<file path="src/rtl/iabd_pkg.sv">
package iabd_pkg;

	// ====================================================================
	// Register offsets on the plain register port
	localparam logic [2:0] OFS_CTRL   = 3'h0;
	localparam logic [2:0] OFS_STAT   = 3'h1;
	localparam logic [2:0] OFS_DIV    = 3'h2;
	localparam logic [2:0] OFS_BUF    = 3'h3;
	localparam logic [2:0] OFS_MSK    = 3'h4;
	localparam logic [2:0] OFS_THR    = 3'h5;

	// ====================================================================
	// Field positions
	localparam int unsigned CTRL_MODE_LSB = 0;
	localparam int unsigned CTRL_EN_BIT   = 4;
	localparam int unsigned CTRL_PINS_BIT = 5;
	localparam int unsigned ST_MATCH_BIT  = 0;
	localparam int unsigned ST_HIGH_BIT   = 1;
	localparam int unsigned ST_FULL_BIT   = 2;
	localparam int unsigned ST_SCL_BIT    = 3;

	// ====================================================================
	// Reset values
	localparam logic [7:0] CTRL_RST = 8'h00;
	localparam logic [7:0] DIV_RST  = 8'h00;
	localparam logic [7:0] MSK_RST  = 8'hff;
	localparam logic [7:0] THR_RST  = 8'h00;

	// ====================================================================
	// Port mode codes and fixed bus patterns
	localparam logic [3:0] MODE_MASTER = 4'h8;
	localparam logic [3:0] MODE_SLV7   = 4'h6;
	localparam logic [3:0] MODE_SLV10  = 4'h7;
	localparam logic [3:0] MODE_SLV7S  = 4'he;
	localparam logic [3:0] MODE_SLV10S = 4'hf;
	localparam logic [4:0] TEN_BIT_HDR = 5'h1e;
	localparam logic [3:0] LAST_BIT    = 4'h7;
	localparam logic [3:0] ACK_BIT     = 4'h8;
	localparam int unsigned SCL_MULT   = 4;

	// ====================================================================
	// Carriers and states
	typedef struct packed {
		logic [2:0] addr;
		logic [7:0] wdata;
		logic       we;
		logic       re;
	} iabd_bus_req_t;

	typedef enum logic [3:0] {
		SL_IDLE   = 4'b0001,
		SL_FIRST  = 4'b0010,
		SL_SECOND = 4'b0100,
		SL_DATA   = 4'b1000
	} iabd_slv_state_t;

endpackage : iabd_pkg

</file>
<file path="src/rtl/iabd_top.sv">
// Decided for this implementation: the strobed register port and the register addresses.
`timescale 1ns/1ps
`default_nettype none

module iabd_top #(
	parameter int unsigned PINS = 2
) (
	input  wire logic                  clk,
	input  wire logic                  rst_n,
	input  wire iabd_pkg::iabd_bus_req_t bus_req,
	output logic [7:0]                 rdata_q,
	input  wire logic                  scl_i,
	output logic                       scl_o_q,
	output logic                       scl_oe_q,
	input  wire logic                  sda_i,
	output logic                       sda_o_q,
	output logic                       sda_oe_q,
	output logic [PINS-1:0]            input_threshold_select_q
);

	// ====================================================================
	// Register file state
	logic [7:0]      ctrl_q, ctrl_d;
	logic [7:0]      div_q, div_d;
	logic [7:0]      msk_q, msk_d;
	logic [7:0]      thr_q, thr_d;
	logic [7:0]      buf_q, buf_d;
	logic            match_q, match_d;
	logic            high_q, high_d;
	logic            full_q, full_d;
	logic [7:0]      rdata_d;
	logic [PINS-1:0] thr_out_d;

	// ====================================================================
	// Pin input synchronisers
	logic [2:0] scl_s_q, sda_s_q;
	logic       scl_f_q, sda_f_q, scl_f_d, sda_f_d;

	// ====================================================================
	// Master clock generator and slave receiver state
	logic [8:0]                 cnt_q, cnt_d;
	logic                       scl_oe_d;
	iabd_pkg::iabd_slv_state_t  st_q, st_d;
	logic [3:0]                 bit_q, bit_d;
	logic [7:0]                 shf_q, shf_d;

	logic [3:0] mode;
	logic       enabled, is_master, ten_bit, slave_on;
	logic       scl_rise, start_cond, stop_cond;
	logic [7:0] byte_in;
	logic       hi_hit, lo_hit, s7_hit, byte_done, rx_store;
	logic [8:0] half_reload;

	assign mode      = ctrl_q[iabd_pkg::CTRL_MODE_LSB +: 4];
	assign enabled   = ctrl_q[iabd_pkg::CTRL_EN_BIT];
	assign is_master = enabled && (mode == iabd_pkg::MODE_MASTER);
	assign ten_bit   = (mode == iabd_pkg::MODE_SLV10) || (mode == iabd_pkg::MODE_SLV10S);
	assign slave_on  = enabled && (ten_bit || mode == iabd_pkg::MODE_SLV7 || mode == iabd_pkg::MODE_SLV7S);

	// Half period is 2*(divider+1) cycles, so a full period is 4*(divider+1)
	assign half_reload = {div_q, 1'b1};

	// Edges are judged on the filtered levels only
	assign scl_rise   = scl_f_d && !scl_f_q;
	assign start_cond = scl_f_q && sda_f_q && !sda_f_d;
	assign stop_cond  = scl_f_q && !sda_f_q && sda_f_d;
	assign byte_in    = {shf_q[6:0], sda_f_q};

	// Address comparison, masked bit by bit
	assign hi_hit = (byte_in[7:3] == iabd_pkg::TEN_BIT_HDR)
		&& (((byte_in[2:1] ^ div_q[2:1]) & msk_q[2:1]) == 2'h0);
	assign lo_hit = ((byte_in ^ div_q) & msk_q) == 8'h00;
	assign s7_hit = ((byte_in[7:1] ^ div_q[7:1]) & msk_q[7:1]) == 7'h00;
	assign byte_done = scl_rise && (bit_q == iabd_pkg::LAST_BIT);

	// ====================================================================
	// Synchroniser: first stage feeds only the second; a change counts once
	// the second and third stages agree, which also rejects one-cycle glitches
	always_comb begin
		scl_f_d = (scl_s_q[1] == scl_s_q[2]) ? scl_s_q[2] : scl_f_q;
		sda_f_d = (sda_s_q[1] == sda_s_q[2]) ? sda_s_q[2] : sda_f_q;
	end

	always_ff @(posedge clk) begin
		if (!rst_n) begin
			scl_s_q <= 3'h7;
			sda_s_q <= 3'h7;
			scl_f_q <= 1'b1;
			sda_f_q <= 1'b1;
		end else begin
			scl_s_q <= {scl_s_q[1:0], scl_i};
			sda_s_q <= {sda_s_q[1:0], sda_i};
			scl_f_q <= scl_f_d;
			sda_f_q <= sda_f_d;
		end
	end

	// ====================================================================
	// Master clock: open-drain, so low phase drives and high phase releases.
	// Divider values below three are not guarded; the bus still sees a clock.
	always_comb begin
		cnt_d    = cnt_q;
		scl_oe_d = scl_oe_q;
		if (!is_master) begin
			cnt_d    = half_reload;
			scl_oe_d = 1'b0;
		end else if (cnt_q == 9'h000) begin
			cnt_d    = half_reload;
			scl_oe_d = !scl_oe_q;
		end else begin
			cnt_d = cnt_q - 9'h001;
		end
	end

	always_ff @(posedge clk) begin
		if (!rst_n) begin
			cnt_q    <= 9'h000;
			scl_oe_q <= 1'b0;
		end else begin
			cnt_q    <= cnt_d;
			scl_oe_q <= scl_oe_d;
		end
	end

	// ====================================================================
	// Slave address receiver: shifts on each rising clock edge, compares on
	// the eighth bit and skips the ninth (acknowledge) clock
	always_comb begin
		st_d     = st_q;
		bit_d    = bit_q;
		shf_d    = shf_q;
		rx_store = 1'b0;
		if (!slave_on || stop_cond) begin
			st_d = iabd_pkg::SL_IDLE;
		end else if (start_cond) begin
			st_d  = iabd_pkg::SL_FIRST;
			bit_d = 4'h0;
		end else if (scl_rise && st_q != iabd_pkg::SL_IDLE) begin
			bit_d = (bit_q == iabd_pkg::ACK_BIT) ? 4'h0 : bit_q + 4'h1;
			if (bit_q <= iabd_pkg::LAST_BIT)
				shf_d = byte_in;
		end
		if (slave_on && !start_cond && !stop_cond && byte_done) begin
			case (st_q)
				iabd_pkg::SL_FIRST: begin
					if (ten_bit && hi_hit) begin
						st_d = iabd_pkg::SL_SECOND;
					end else if (!ten_bit && s7_hit) begin
						rx_store = 1'b1;
						st_d     = iabd_pkg::SL_DATA;
					end else begin
						st_d = iabd_pkg::SL_IDLE;
					end
				end
				iabd_pkg::SL_SECOND: begin
					if (lo_hit) begin
						rx_store = 1'b1;
						st_d     = iabd_pkg::SL_DATA;
					end else begin
						st_d = iabd_pkg::SL_IDLE;
					end
				end
				iabd_pkg::SL_DATA: rx_store = 1'b1;
				default: st_d = iabd_pkg::SL_IDLE;
			endcase
		end
	end

	always_ff @(posedge clk) begin
		if (!rst_n) begin
			st_q  <= iabd_pkg::SL_IDLE;
			bit_q <= 4'h0;
			shf_q <= 8'h00;
		end else begin
			st_q  <= st_d;
			bit_q <= bit_d;
			shf_q <= shf_d;
		end
	end

	// ====================================================================
	// Register writes, status flags and read data. Match, high and full clear by
	// writing one; a hardware set in the same cycle wins over the clear.
	always_comb begin
		ctrl_d    = ctrl_q;
		div_d     = div_q;
		msk_d     = msk_q;
		thr_d     = thr_q;
		buf_d     = buf_q;
		full_d    = full_q;
		match_d   = match_q; // Flags have one next-value source; the sets below follow the state
		high_d    = high_q;
		rdata_d   = 8'h00;
		if (bus_req.we) begin
			case (bus_req.addr)
				iabd_pkg::OFS_CTRL: ctrl_d = bus_req.wdata;
				iabd_pkg::OFS_DIV:  div_d  = bus_req.wdata;
				iabd_pkg::OFS_MSK:  msk_d  = bus_req.wdata;
				iabd_pkg::OFS_THR:  thr_d  = bus_req.wdata;
				iabd_pkg::OFS_BUF:  buf_d  = bus_req.wdata;
				iabd_pkg::OFS_STAT: begin
					if (bus_req.wdata[iabd_pkg::ST_MATCH_BIT])
						match_d = 1'b0;
					if (bus_req.wdata[iabd_pkg::ST_HIGH_BIT])
						high_d = 1'b0;
					if (bus_req.wdata[iabd_pkg::ST_FULL_BIT])
						full_d = 1'b0;
				end
				default: ;
			endcase
		end
		if (bus_req.re && bus_req.addr == iabd_pkg::OFS_BUF)
			full_d = 1'b0;
		if (rx_store) begin
			buf_d  = byte_in;
			full_d = 1'b1;
		end
		if (st_d == iabd_pkg::SL_DATA && st_q != iabd_pkg::SL_DATA)
			match_d = 1'b1;
		if (st_d == iabd_pkg::SL_SECOND && st_q != iabd_pkg::SL_SECOND)
			high_d = 1'b1;
		if (bus_req.re) begin
			case (bus_req.addr)
				iabd_pkg::OFS_CTRL: rdata_d = ctrl_q;
				iabd_pkg::OFS_STAT: rdata_d = {4'h0, scl_oe_q, full_q, high_q, match_q};
				iabd_pkg::OFS_DIV:  rdata_d = div_q;
				iabd_pkg::OFS_BUF:  rdata_d = buf_q;
				iabd_pkg::OFS_MSK:  rdata_d = msk_q;
				iabd_pkg::OFS_THR:  rdata_d = thr_q;
				default:            rdata_d = 8'h00;
			endcase
		end
		// Dedicated bus pins always use the bus input levels
		thr_out_d = ctrl_q[iabd_pkg::CTRL_PINS_BIT] ? '0 : thr_q[PINS-1:0];
	end

	always_ff @(posedge clk) begin
		if (!rst_n) begin
			ctrl_q  <= iabd_pkg::CTRL_RST;
			div_q   <= iabd_pkg::DIV_RST;
			msk_q   <= iabd_pkg::MSK_RST;
			thr_q   <= iabd_pkg::THR_RST;
			match_q <= 1'b0;
			high_q  <= 1'b0;
			full_q  <= 1'b0;
			rdata_q <= 8'h00;
			input_threshold_select_q <= '0;
			scl_o_q  <= 1'b0;
			sda_o_q  <= 1'b0;
			sda_oe_q <= 1'b0;
		end else begin
			ctrl_q  <= ctrl_d;
			div_q   <= div_d;
			msk_q   <= msk_d;
			thr_q   <= thr_d;
			match_q <= match_d;
			high_q  <= high_d;
			full_q  <= full_d;
			rdata_q <= rdata_d;
			input_threshold_select_q <= thr_out_d;
			scl_o_q  <= 1'b0;
			sda_o_q  <= 1'b0;
			sda_oe_q <= 1'b0;
		end
	end

	// Buffer content survives reset and starts unknown
	always_ff @(posedge clk) begin
		buf_q <= buf_d;
	end

	// ====================================================================
	// Checks
	logic [8:0] since_q;
	// Cycles since the last clock toggle; restarts on the toggle edge itself
	always_ff @(posedge clk) begin
		if (!rst_n || !is_master || scl_oe_d != scl_oe_q)
			since_q <= 9'h000;
		else
			since_q <= since_q + 9'h001;
	end

	property p_half_period;
		@(posedge clk) disable iff (!rst_n)
		is_master && cnt_q == 9'h000 |=> scl_oe_q != $past(scl_oe_q) && cnt_q == $past(half_reload);
	endproperty
	a_half_period: assert property (p_half_period) else $error("no toggle or reload at count end");

	property p_toggle_spacing;
		@(posedge clk) disable iff (!rst_n)
		(is_master && $stable(div_q) && $stable(is_master) && scl_oe_d != scl_oe_q && since_q != 9'h000)
			|-> since_q == half_reload;
	endproperty
	a_toggle_spacing: assert property (p_toggle_spacing) else $error("half period not 2*(div+1)");

	property p_hdr_fixed;
		@(posedge clk) disable iff (!rst_n)
		(st_q == iabd_pkg::SL_FIRST && byte_done && ten_bit && slave_on && !stop_cond && !start_cond
			&& byte_in[7:3] != iabd_pkg::TEN_BIT_HDR) |=> st_q == iabd_pkg::SL_IDLE;
	endproperty
	a_hdr_fixed: assert property (p_hdr_fixed) else $error("bad ten-bit header accepted");

	property p_hi_bits;
		@(posedge clk) disable iff (!rst_n)
		(st_q == iabd_pkg::SL_FIRST && byte_done && ten_bit && slave_on && !stop_cond && !start_cond
			&& byte_in[7:3] == iabd_pkg::TEN_BIT_HDR && ((byte_in[2:1] ^ div_q[2:1]) & msk_q[2:1]) == 2'h0)
			|=> st_q == iabd_pkg::SL_SECOND && high_q;
	endproperty
	a_hi_bits: assert property (p_hi_bits) else $error("upper byte match missed");

	property p_lo_byte;
		@(posedge clk) disable iff (!rst_n)
		(st_q == iabd_pkg::SL_SECOND && byte_done && slave_on && !stop_cond && !start_cond)
			|=> (st_q == iabd_pkg::SL_DATA) == $past(((byte_in ^ div_q) & msk_q) == 8'h00);
	endproperty
	a_lo_byte: assert property (p_lo_byte) else $error("lower byte compare wrong");

	property p_seven;
		@(posedge clk) disable iff (!rst_n)
		(st_q == iabd_pkg::SL_FIRST && byte_done && !ten_bit && slave_on && !stop_cond && !start_cond)
			|=> (match_q && buf_q == $past(byte_in)) == $past(s7_hit) || $past(match_q);
	endproperty
	a_seven: assert property (p_seven) else $error("seven-bit compare wrong");

	property p_thr;
		@(posedge clk) disable iff (!rst_n)
		ctrl_q[iabd_pkg::CTRL_PINS_BIT] && $past(ctrl_q[iabd_pkg::CTRL_PINS_BIT]) && $past(rst_n)
			|-> input_threshold_select_q == '0;
	endproperty
	a_thr: assert property (p_thr) else $error("threshold not ignored");

	property p_div_reset;
		@(posedge clk) !rst_n |=> div_q == 8'h00 && rdata_q == 8'h00;
	endproperty
	a_div_reset: assert property (p_div_reset) else $error("divider not zero after reset");

	property p_read_one;
		@(posedge clk) disable iff (!rst_n)
		!bus_req.re |=> rdata_q == 8'h00;
	endproperty
	a_read_one: assert property (p_read_one) else $error("read data outside its cycle");

	c_master: cover property (@(posedge clk) disable iff (!rst_n) is_master && $rose(scl_oe_q));
	c_ten_match: cover property (@(posedge clk) disable iff (!rst_n) ten_bit && $rose(match_q));
	c_seven_match: cover property (@(posedge clk) disable iff (!rst_n) !ten_bit && $rose(match_q));

endmodule : iabd_top

`default_nettype wire

</file>
<file path="config.mk">
export PLATFORM = sky130hd
export DESIGN_NAME = iabd_top
export DESIGN_NICKNAME = d
export VERILOG_FILES = /design/src/rtl/iabd_pkg.sv /design/src/rtl/iabd_top.sv
export SDC_FILE = /design/constraint.sdc
export NUM_CORES = 1
export LEC_CHECK = 0
export CORE_MARGIN = 5
export CORE_UTILIZATION = 55
export CTS_BUF_LIST = sky130_fd_sc_hd__clkbuf_2
export CTS_CLUSTER_DIAMETER = 30
export DETAILED_ROUTE_END_ITERATION = 16
export DONT_BUFFER_PORTS = 1
export PLACE_DENSITY = 0.82
export SYNTH_ARGS = -nofsm -noshare
export SYNTH_HDL_FRONTEND = slang
export SYNTH_SLANG_ARGS = --single-unit
</file>
<file path="constraint.sdc">
create_clock -name clk -period 4.15 [get_ports clk]
set_clock_uncertainty 0.2 [all_clocks]
set_input_delay 0.415 -clock clk [delete_from_list [all_inputs] [get_ports clk]]
set_output_delay 0.415 -clock clk [all_outputs]
set_load 0.01 [all_outputs]
</file>
==> results.json, run 1 <==
{
  "die_x_um": 95.7,
  "p_per_area_nw_per_um2": 332,
  "crit_type": "reg -> reg",
  "fin_cells": 571,
  "seq_area_frac_synth": 0.446,
  "nNetsFinal": 487,
  "synthArstFlopShare": 0,
  "cts.path.max_buffers": 2,
  "cp_cell_sequence": "ha_1, nand2_1, or4_4, nor3_2, o21ai_2, o21ai_0",
  "start_kind": "flip-flop",
  "whs_path_depth": 4,
  "reg2reg_depth": 6,
  "wl_per_cell_um": 17.5,
  "h-tree-depth": 3,
  "yosysWarnings": 0,
  "fp-row-count": 31,
  "yosys_most_used_dff": "dfxtp_1",
  "grt_pass1_vias": 3200,
  "grt_pass1_wl_um": 16300,
  "synth-seq-cells": 86,
  "clk_pin_slew_worst_paths_ns": 0.24,
  "grt_max_degree": 72,
  "dp.cells": 533,
  "numClockSinks": 86,
  "grt.overflow.total": 0,
  "fmax_mhz": 354,
  "drt-total-wl_um": 10000,
  "syn2layout_area_growth_pct": 10.1,
  "max_slew.worst_pin.slew_ns": 1.04,
  "drive_gt1_frac": 0.0784,
  "synth-edff-count": 8,
  "netlist.area_leader.share": 0.387,
  "dieArea_sq_um": 9150,
  "end_kind": "flip-flop",
  "cts_buffers": 9,
  "period_minus_slack_ns": 2.83,
  "pin_count": 31,
  "cp.arrival_ns": 2.80,
  "slowest_stage": "o21ai_0",
  "synth_commonest_cells": "nand2_1, dfxtp_1, nor2_1, a21boi_0, nand3_1",
  "crit_required_ns": 4.13,
  "gp_congestion": 0.921,
  "cts_tree": "built",
  "drtAntennaViolNets": 0,
  "finalHoldViolations": 0,
  "netlist_instances": 452,
  "grt_usage": 0.234,
  "setup_viol": 0,
  "irDropWorstVdd_v": 0.000237,
  "port_buffers": 0,
  "final.setup.tns_ns": 0,
  "drc": 0,
  "ctsResizeCount": 0,
  "start_util": 0.560,
  "antenna_found_initial": 0,
  "slew_viol_final": 0,
  "avgSynthCellArea_sq_um": 8.93,
  "viasPerCell": 5.90,
  "synth_most_common_cell": "nand2_1",
  "die_height_um": 95.7,
  "p_leak_uw": 0.00173,
  "vias": 3367,
  "insertion_delay_ns": 0.55,
  "cts_root_buf": "clkbuf_2",
  "fin_crit_sh": 0.681,
  "fill_cells": 627,
  "rsz0062_at_grt": "false",
  "status": "finished clean",
  "n_antenna_cell": 0,
  "synth_cell_types": 58,
  "coreArea_sq_um": 7210,
  "cp_slowest_stage_delay_ns": 0.48,
  "first_pass_iters": 5,
  "slew_headroom": 0.299,
  "hp-class": "in -> reg",
  "cp_max_fo": 10,
  "synthTopCellsByArea": "dfxtp_1, nand2_1, edfxtp_1, a21boi_0, mux2i_1",
  "hpwlAfterDp_um": 6840,
  "syn-cell-area_sq_um": 4040,
  "drv_cap": 0,
  "synth_area_leader_cell": "dfxtp_1",
  "drt_iter0_markers": 405
}
sequential cells by signal, indices dropped and copies added, names as in the netlist, 2 cells and up:
name                      flops
shf_q                         7
input_threshold_select_q      2
ctrl_q                        8
sda_s_q                       3
cnt_q                         9
div_q                         8
st_q                          4
bit_q                         4
scl_s_q                       3
thr_q                         8
buf_q                         8
msk_q                         8
rdata_q                       8
report_power, final:
group | total, uW | internal [uW] | switching, uW
Clock | 488 | 202 | 286
Sequential | 871 | 857 | 14.6
Combinational | 116 | 52.2 | 63.6
Total | 1480 | 1110 | 364
critical path: cells and delay by family, from the launching register on:
kind / cells / cell delay, ns
simple gates: 3 / 0.87
compound gates: 2 / 0.71
flops: 1 / 0.45
fa+ha+maj: 1 / 0.22
stage by stage:
stage / worst slack [ns] / cell area [sq um] / utilization / hold slack [ns] / power, uW
after global placement: 1.53 / 4070 / 0.565 / 0.196 / 958
final: 1.32 / 4450 / 0.616 / 0.0176 / 1480
after CTS: 1.34 / 4430 / 0.613 / 0.00711 / 1470
after detailed placement: 1.41 / 4070 / 0.565 / 0.207 / 961
after global routing: 1.19 / 4450 / 0.616 / 0.00781 / 1540
after floorplan: 1.61 / 4050 / - / 0.186 / 961
layout make-up:
cell class              count  area [sq um]  share of cell area
multi-input cells         342          2120               0.478
well taps                  99           124              0.0279
clock inverters             6          85.1              0.0191
inverters                   6          22.5             0.00507
flip-flops and latches     86          1800               0.405
repair buffers             22           238              0.0535
clock buffers              10          50.0              0.0113
per-layer routing:
| layer | track usage | share of wire | wire (um) |
|---|---|---|---|
| met5 | 0 | 0 | 0 |
| met4 | 0.0687 | 0.020 | 205 |
| met3 | 0.0616 | 0.086 | 859 |
| met2 | 0.371 | 0.46 | 4590 |
| met1 | 0.312 | 0.43 | 4340 |
path summary, 6_finish.rpt:
path,from,end,slack (ns)
worst max-delay path,bit_q[0],buf_q[0],1.32
worst min-delay path,bus_req[12],rdata_q[6],0.02
worst max register to register,bit_q[0],buf_q[0],1.32
worst min register to register,sda_s_q[0],sda_s_q[1],0.25
placed cells by master (no fill, tap or decap), types with 10 or more instances in the layout:
cell	synthesis	layout
nor2b_1	14	14
nand2b_1	12	12
clkbuf_2	0	10
a21oi_1	14	14
o21ai_0	14	14
nand2_1	88	88
nor2_1	31	31
dlygate4sd3_1	0	21
nand3_1	25	25
a21boi_0	27	27
xor2_1	10	10
mux2i_1	17	17
dfxtp_1	78	78
logic make-up (layout without fill, tap and decap cells):
logic type | Yosys count | after routing | synth area share
simple gates | 203 | 203 | 0.242
buf+inv | 26 | 44 | 0.0294
mux | 29 | 29 | 0.0812
fa+ha+maj | 3 | 3 | 0.00930
flops | 86 | 86 | 0.446
xor+xnor | 15 | 15 | 0.0325
compound gates | 89 | 89 | 0.158
other cells | 1 | 3 | 0.000929
timing repair:
action	in CTS	in global routing
hold buffers	20	2
hold endpoints to repair	86	3
buffers inserted	0	0
Power figures use the tool's default switching activity.
==> run 2, diff against run 1 <==
--- a/config.mk
+++ b/config.mk
@@ -11,7 +11,7 @@
 export CTS_CLUSTER_DIAMETER = 30
 export DETAILED_ROUTE_END_ITERATION = 16
 export DONT_BUFFER_PORTS = 1
-export PLACE_DENSITY = 0.82
+export PLACE_DENSITY = 0.85
 export SYNTH_ARGS = -nofsm -noshare
 export SYNTH_HDL_FRONTEND = slang
 export SYNTH_SLANG_ARGS = --single-unit
==> constraint.sdc (replaced) <==
create_clock -name clk -period 2.4 [get_ports clk]
set_clock_uncertainty 0.2 [all_clocks]
set_input_delay 0.24 -clock clk [delete_from_list [all_inputs] [get_ports clk]]
set_output_delay 0.24 -clock clk [all_outputs]
set_load 0.01 [all_outputs]
==> run 2 against run 1 <==
Compared with the run above:
- the run now ends with setup timing left
- critical endpoint is now match_q
- first-iteration DRC count increased by 56%
- sequential power increased by 73%
- flip-flop and latch count unchanged
==> results.json, run 2 (same netlist as run 1, synthesis figures left out) <==
{
  "grtUsageMet1": 0.334,
  "finalHoldWorstSlack_ns": 0.0466,
  "period_minus_slack_ns": 2.43,
  "max_slew.worst_pin.slew_ns": 0.851,
  "finalHoldViolations": 0,
  "grt_usage": 0.290,
  "largest_reg_flops": 9,
  "coreArea_sq_um": 7210,
  "hp-start": "bus_req[11]",
  "numClockSinks": 86,
  "nNetsFinal": 544,
  "fin_crit_sh": 1.01,
  "wl_per_cell_um": 20.7,
  "top_usage_layer": "met2",
  "slew_headroom": 0.431,
  "reg2reg_depth": 6,
  "drtAntennaViolNets": 0,
  "whs_endpoint": "ctrl_q[3]",
  "dieArea_sq_um": 9150,
  "hpwlAfterDp_um": 7230,
  "top_register": "cnt_q",
  "whs_path_depth": 3,
  "setup_viol": 2,
  "placed_area_sq_um": 4210,
  "n_antenna_cell": 0,
  "cp_top_family": "compound AO/OA/AOI/OAI gates",
  "p_per_area_nw_per_um2": 504,
  "clk_pin_slew_worst_paths_ns": 0.24,
  "final_cell_mix": "nand2_1, dfxtp_1, dlygate4sd3_1, nor2_1, a21boi_0",
  "drive_gt1_frac": 0.153,
  "cts.path.max_buffers": 2,
  "rrSetupSlack_ns": -0.03,
  "grt.overflow.total": 0,
  "grt_pass1_vias": 4017,
  "status": "complete, but fails checks",
  "slowest_stage": "or4b_4",
  "h-tree-depth": 3,
  "drv_cap": 0,
  "cp.arrival_ns": 2.74,
  "drc": 0,
  "cp_max_fo": 6,
  "drt_iter0_markers": 631,
  "critPathBufInv": 0,
  "pre_cts_ws_ns": 0.0309,
  "final_area_sq_um": 5050,
  "die_x_um": 95.7,
  "grt_pass1_wl_um": 19800,
  "die_height_um": 95.7,
  "irDropWorstVdd_v": 0.000302,
  "first_pass_iters": 6,
  "layout_setup_ws_ns": -0.0349,
  "start_util": 0.560,
  "cp_cell_sequence": "or4b_4, a21oi_2, nor2_1, a21o_1, a221o_1, o41ai_2",
  "port_buffers": 0,
  "utilization": 0.700,
  "crit_type": "reg -> reg",
  "end_kind": "flip-flop",
  "violations": "setup timing",
  "drt-total-wl_um": 13000,
  "syn2layout_area_growth_pct": 25.1,
  "fill_cells": 512,
  "start_kind": "flip-flop",
  "use_met2": 0.470,
  "multi_input_area_sq_um": 2210,
  "cts_root_buf": "clkbuf_2",
  "cp_slowest_stage_delay_ns": 0.52,
  "crit_required_ns": 2.71,
  "cts_buffers": 9,
  "gp_congestion": 0.928,
  "insertion_delay_ns": 0.59,
  "slew_viol_final": 0,
  "use_met3": 0.0876,
  "r2r-start": "st_q[2]",
  "hp-class": "in -> reg",
  "viasPerCell": 6.31,
  "final_common_cell": "nand2_1",
  "grt_max_degree": 72,
  "vias": 3961,
  "seq_area_sq_um": 1810,
  "p_leak_uw": 0.00196,
  "timing.rr.end": "match_q",
  "pin_count": 31,
  "cts_tree": "built",
  "fp-row-count": 31,
  "fmax_mhz": 411,
  "antenna_found_initial": 0
}
==> run 2: final cells by class <==
cell class                      instances  area share
Multi-Input combinational cell        342       0.438
Sequential cell                        86       0.359
Timing Repair Buffer                   79       0.150
Tap cell                               99      0.0245
Clock inverter                          6      0.0136
Clock buffer                           10     0.00991
Inverter                                6     0.00446
==> run 2: worst max path at each step <==
stage	start	slack, ns	endpoint	cells after the start
3_3_place_gp	bit_q[0]	0.10	buf_q[6]	6
3_5_place_dp	bit_q[0]	0.03	buf_q[6]	6
2_1_floorplan	bit_q[0]	0.003	buf_q[6]	7
5_1_grt	st_q[2]	-0.11	match_q	6
6_report	st_q[2]	-0.03	match_q	6
4_1_cts	bit_q[1]	-0.005	buf_q[6]	6
==> run 2: metal layers <==
layer  wire, um  share of wire  vias to the layer above
li1           -              -                     1722
met1       4680           0.36                     1871
met2       6180           0.47                      278
met3       1400           0.11                       90
met4        749          0.058                        0
met5          0              0                        -
==> run 2: through the flow <==
stage	TNS [ns]	power (uW)	std cells
global placement	0	1660	551
CTS	-0.00538	2510	623
detailed placement	0	1670	551
floorplan	0	1660	454
finish	-0.0545	2550	628
global route	-0.534	2630	628
==> run 2: report_power, final <==
group | leakage [uW] | switching [uW] | internal [uW]
Sequential | 0.000706 | 26.6 | 1480
Combinational | 0.00118 | 131 | 121
Clock | 0.0000729 | 533 | 252
Total | 0.00196 | 690 | 1860
==> run 2: tightest hold or removal path, stage by stage <==
cell and delay (ns):
or3_1 0.31, nand2_1 0.09, a21boi_0 0.16
==> run 2: what timing repair did <==
action                                  CTS  global route
endpoints found under the setup margin    8            43
resized for setup                         2            26
hold buffers                             56             1
setup buffers                             0             5
pin swaps                                 0             6
hold endpoints to repair                 94             2
cloned                                    0             0
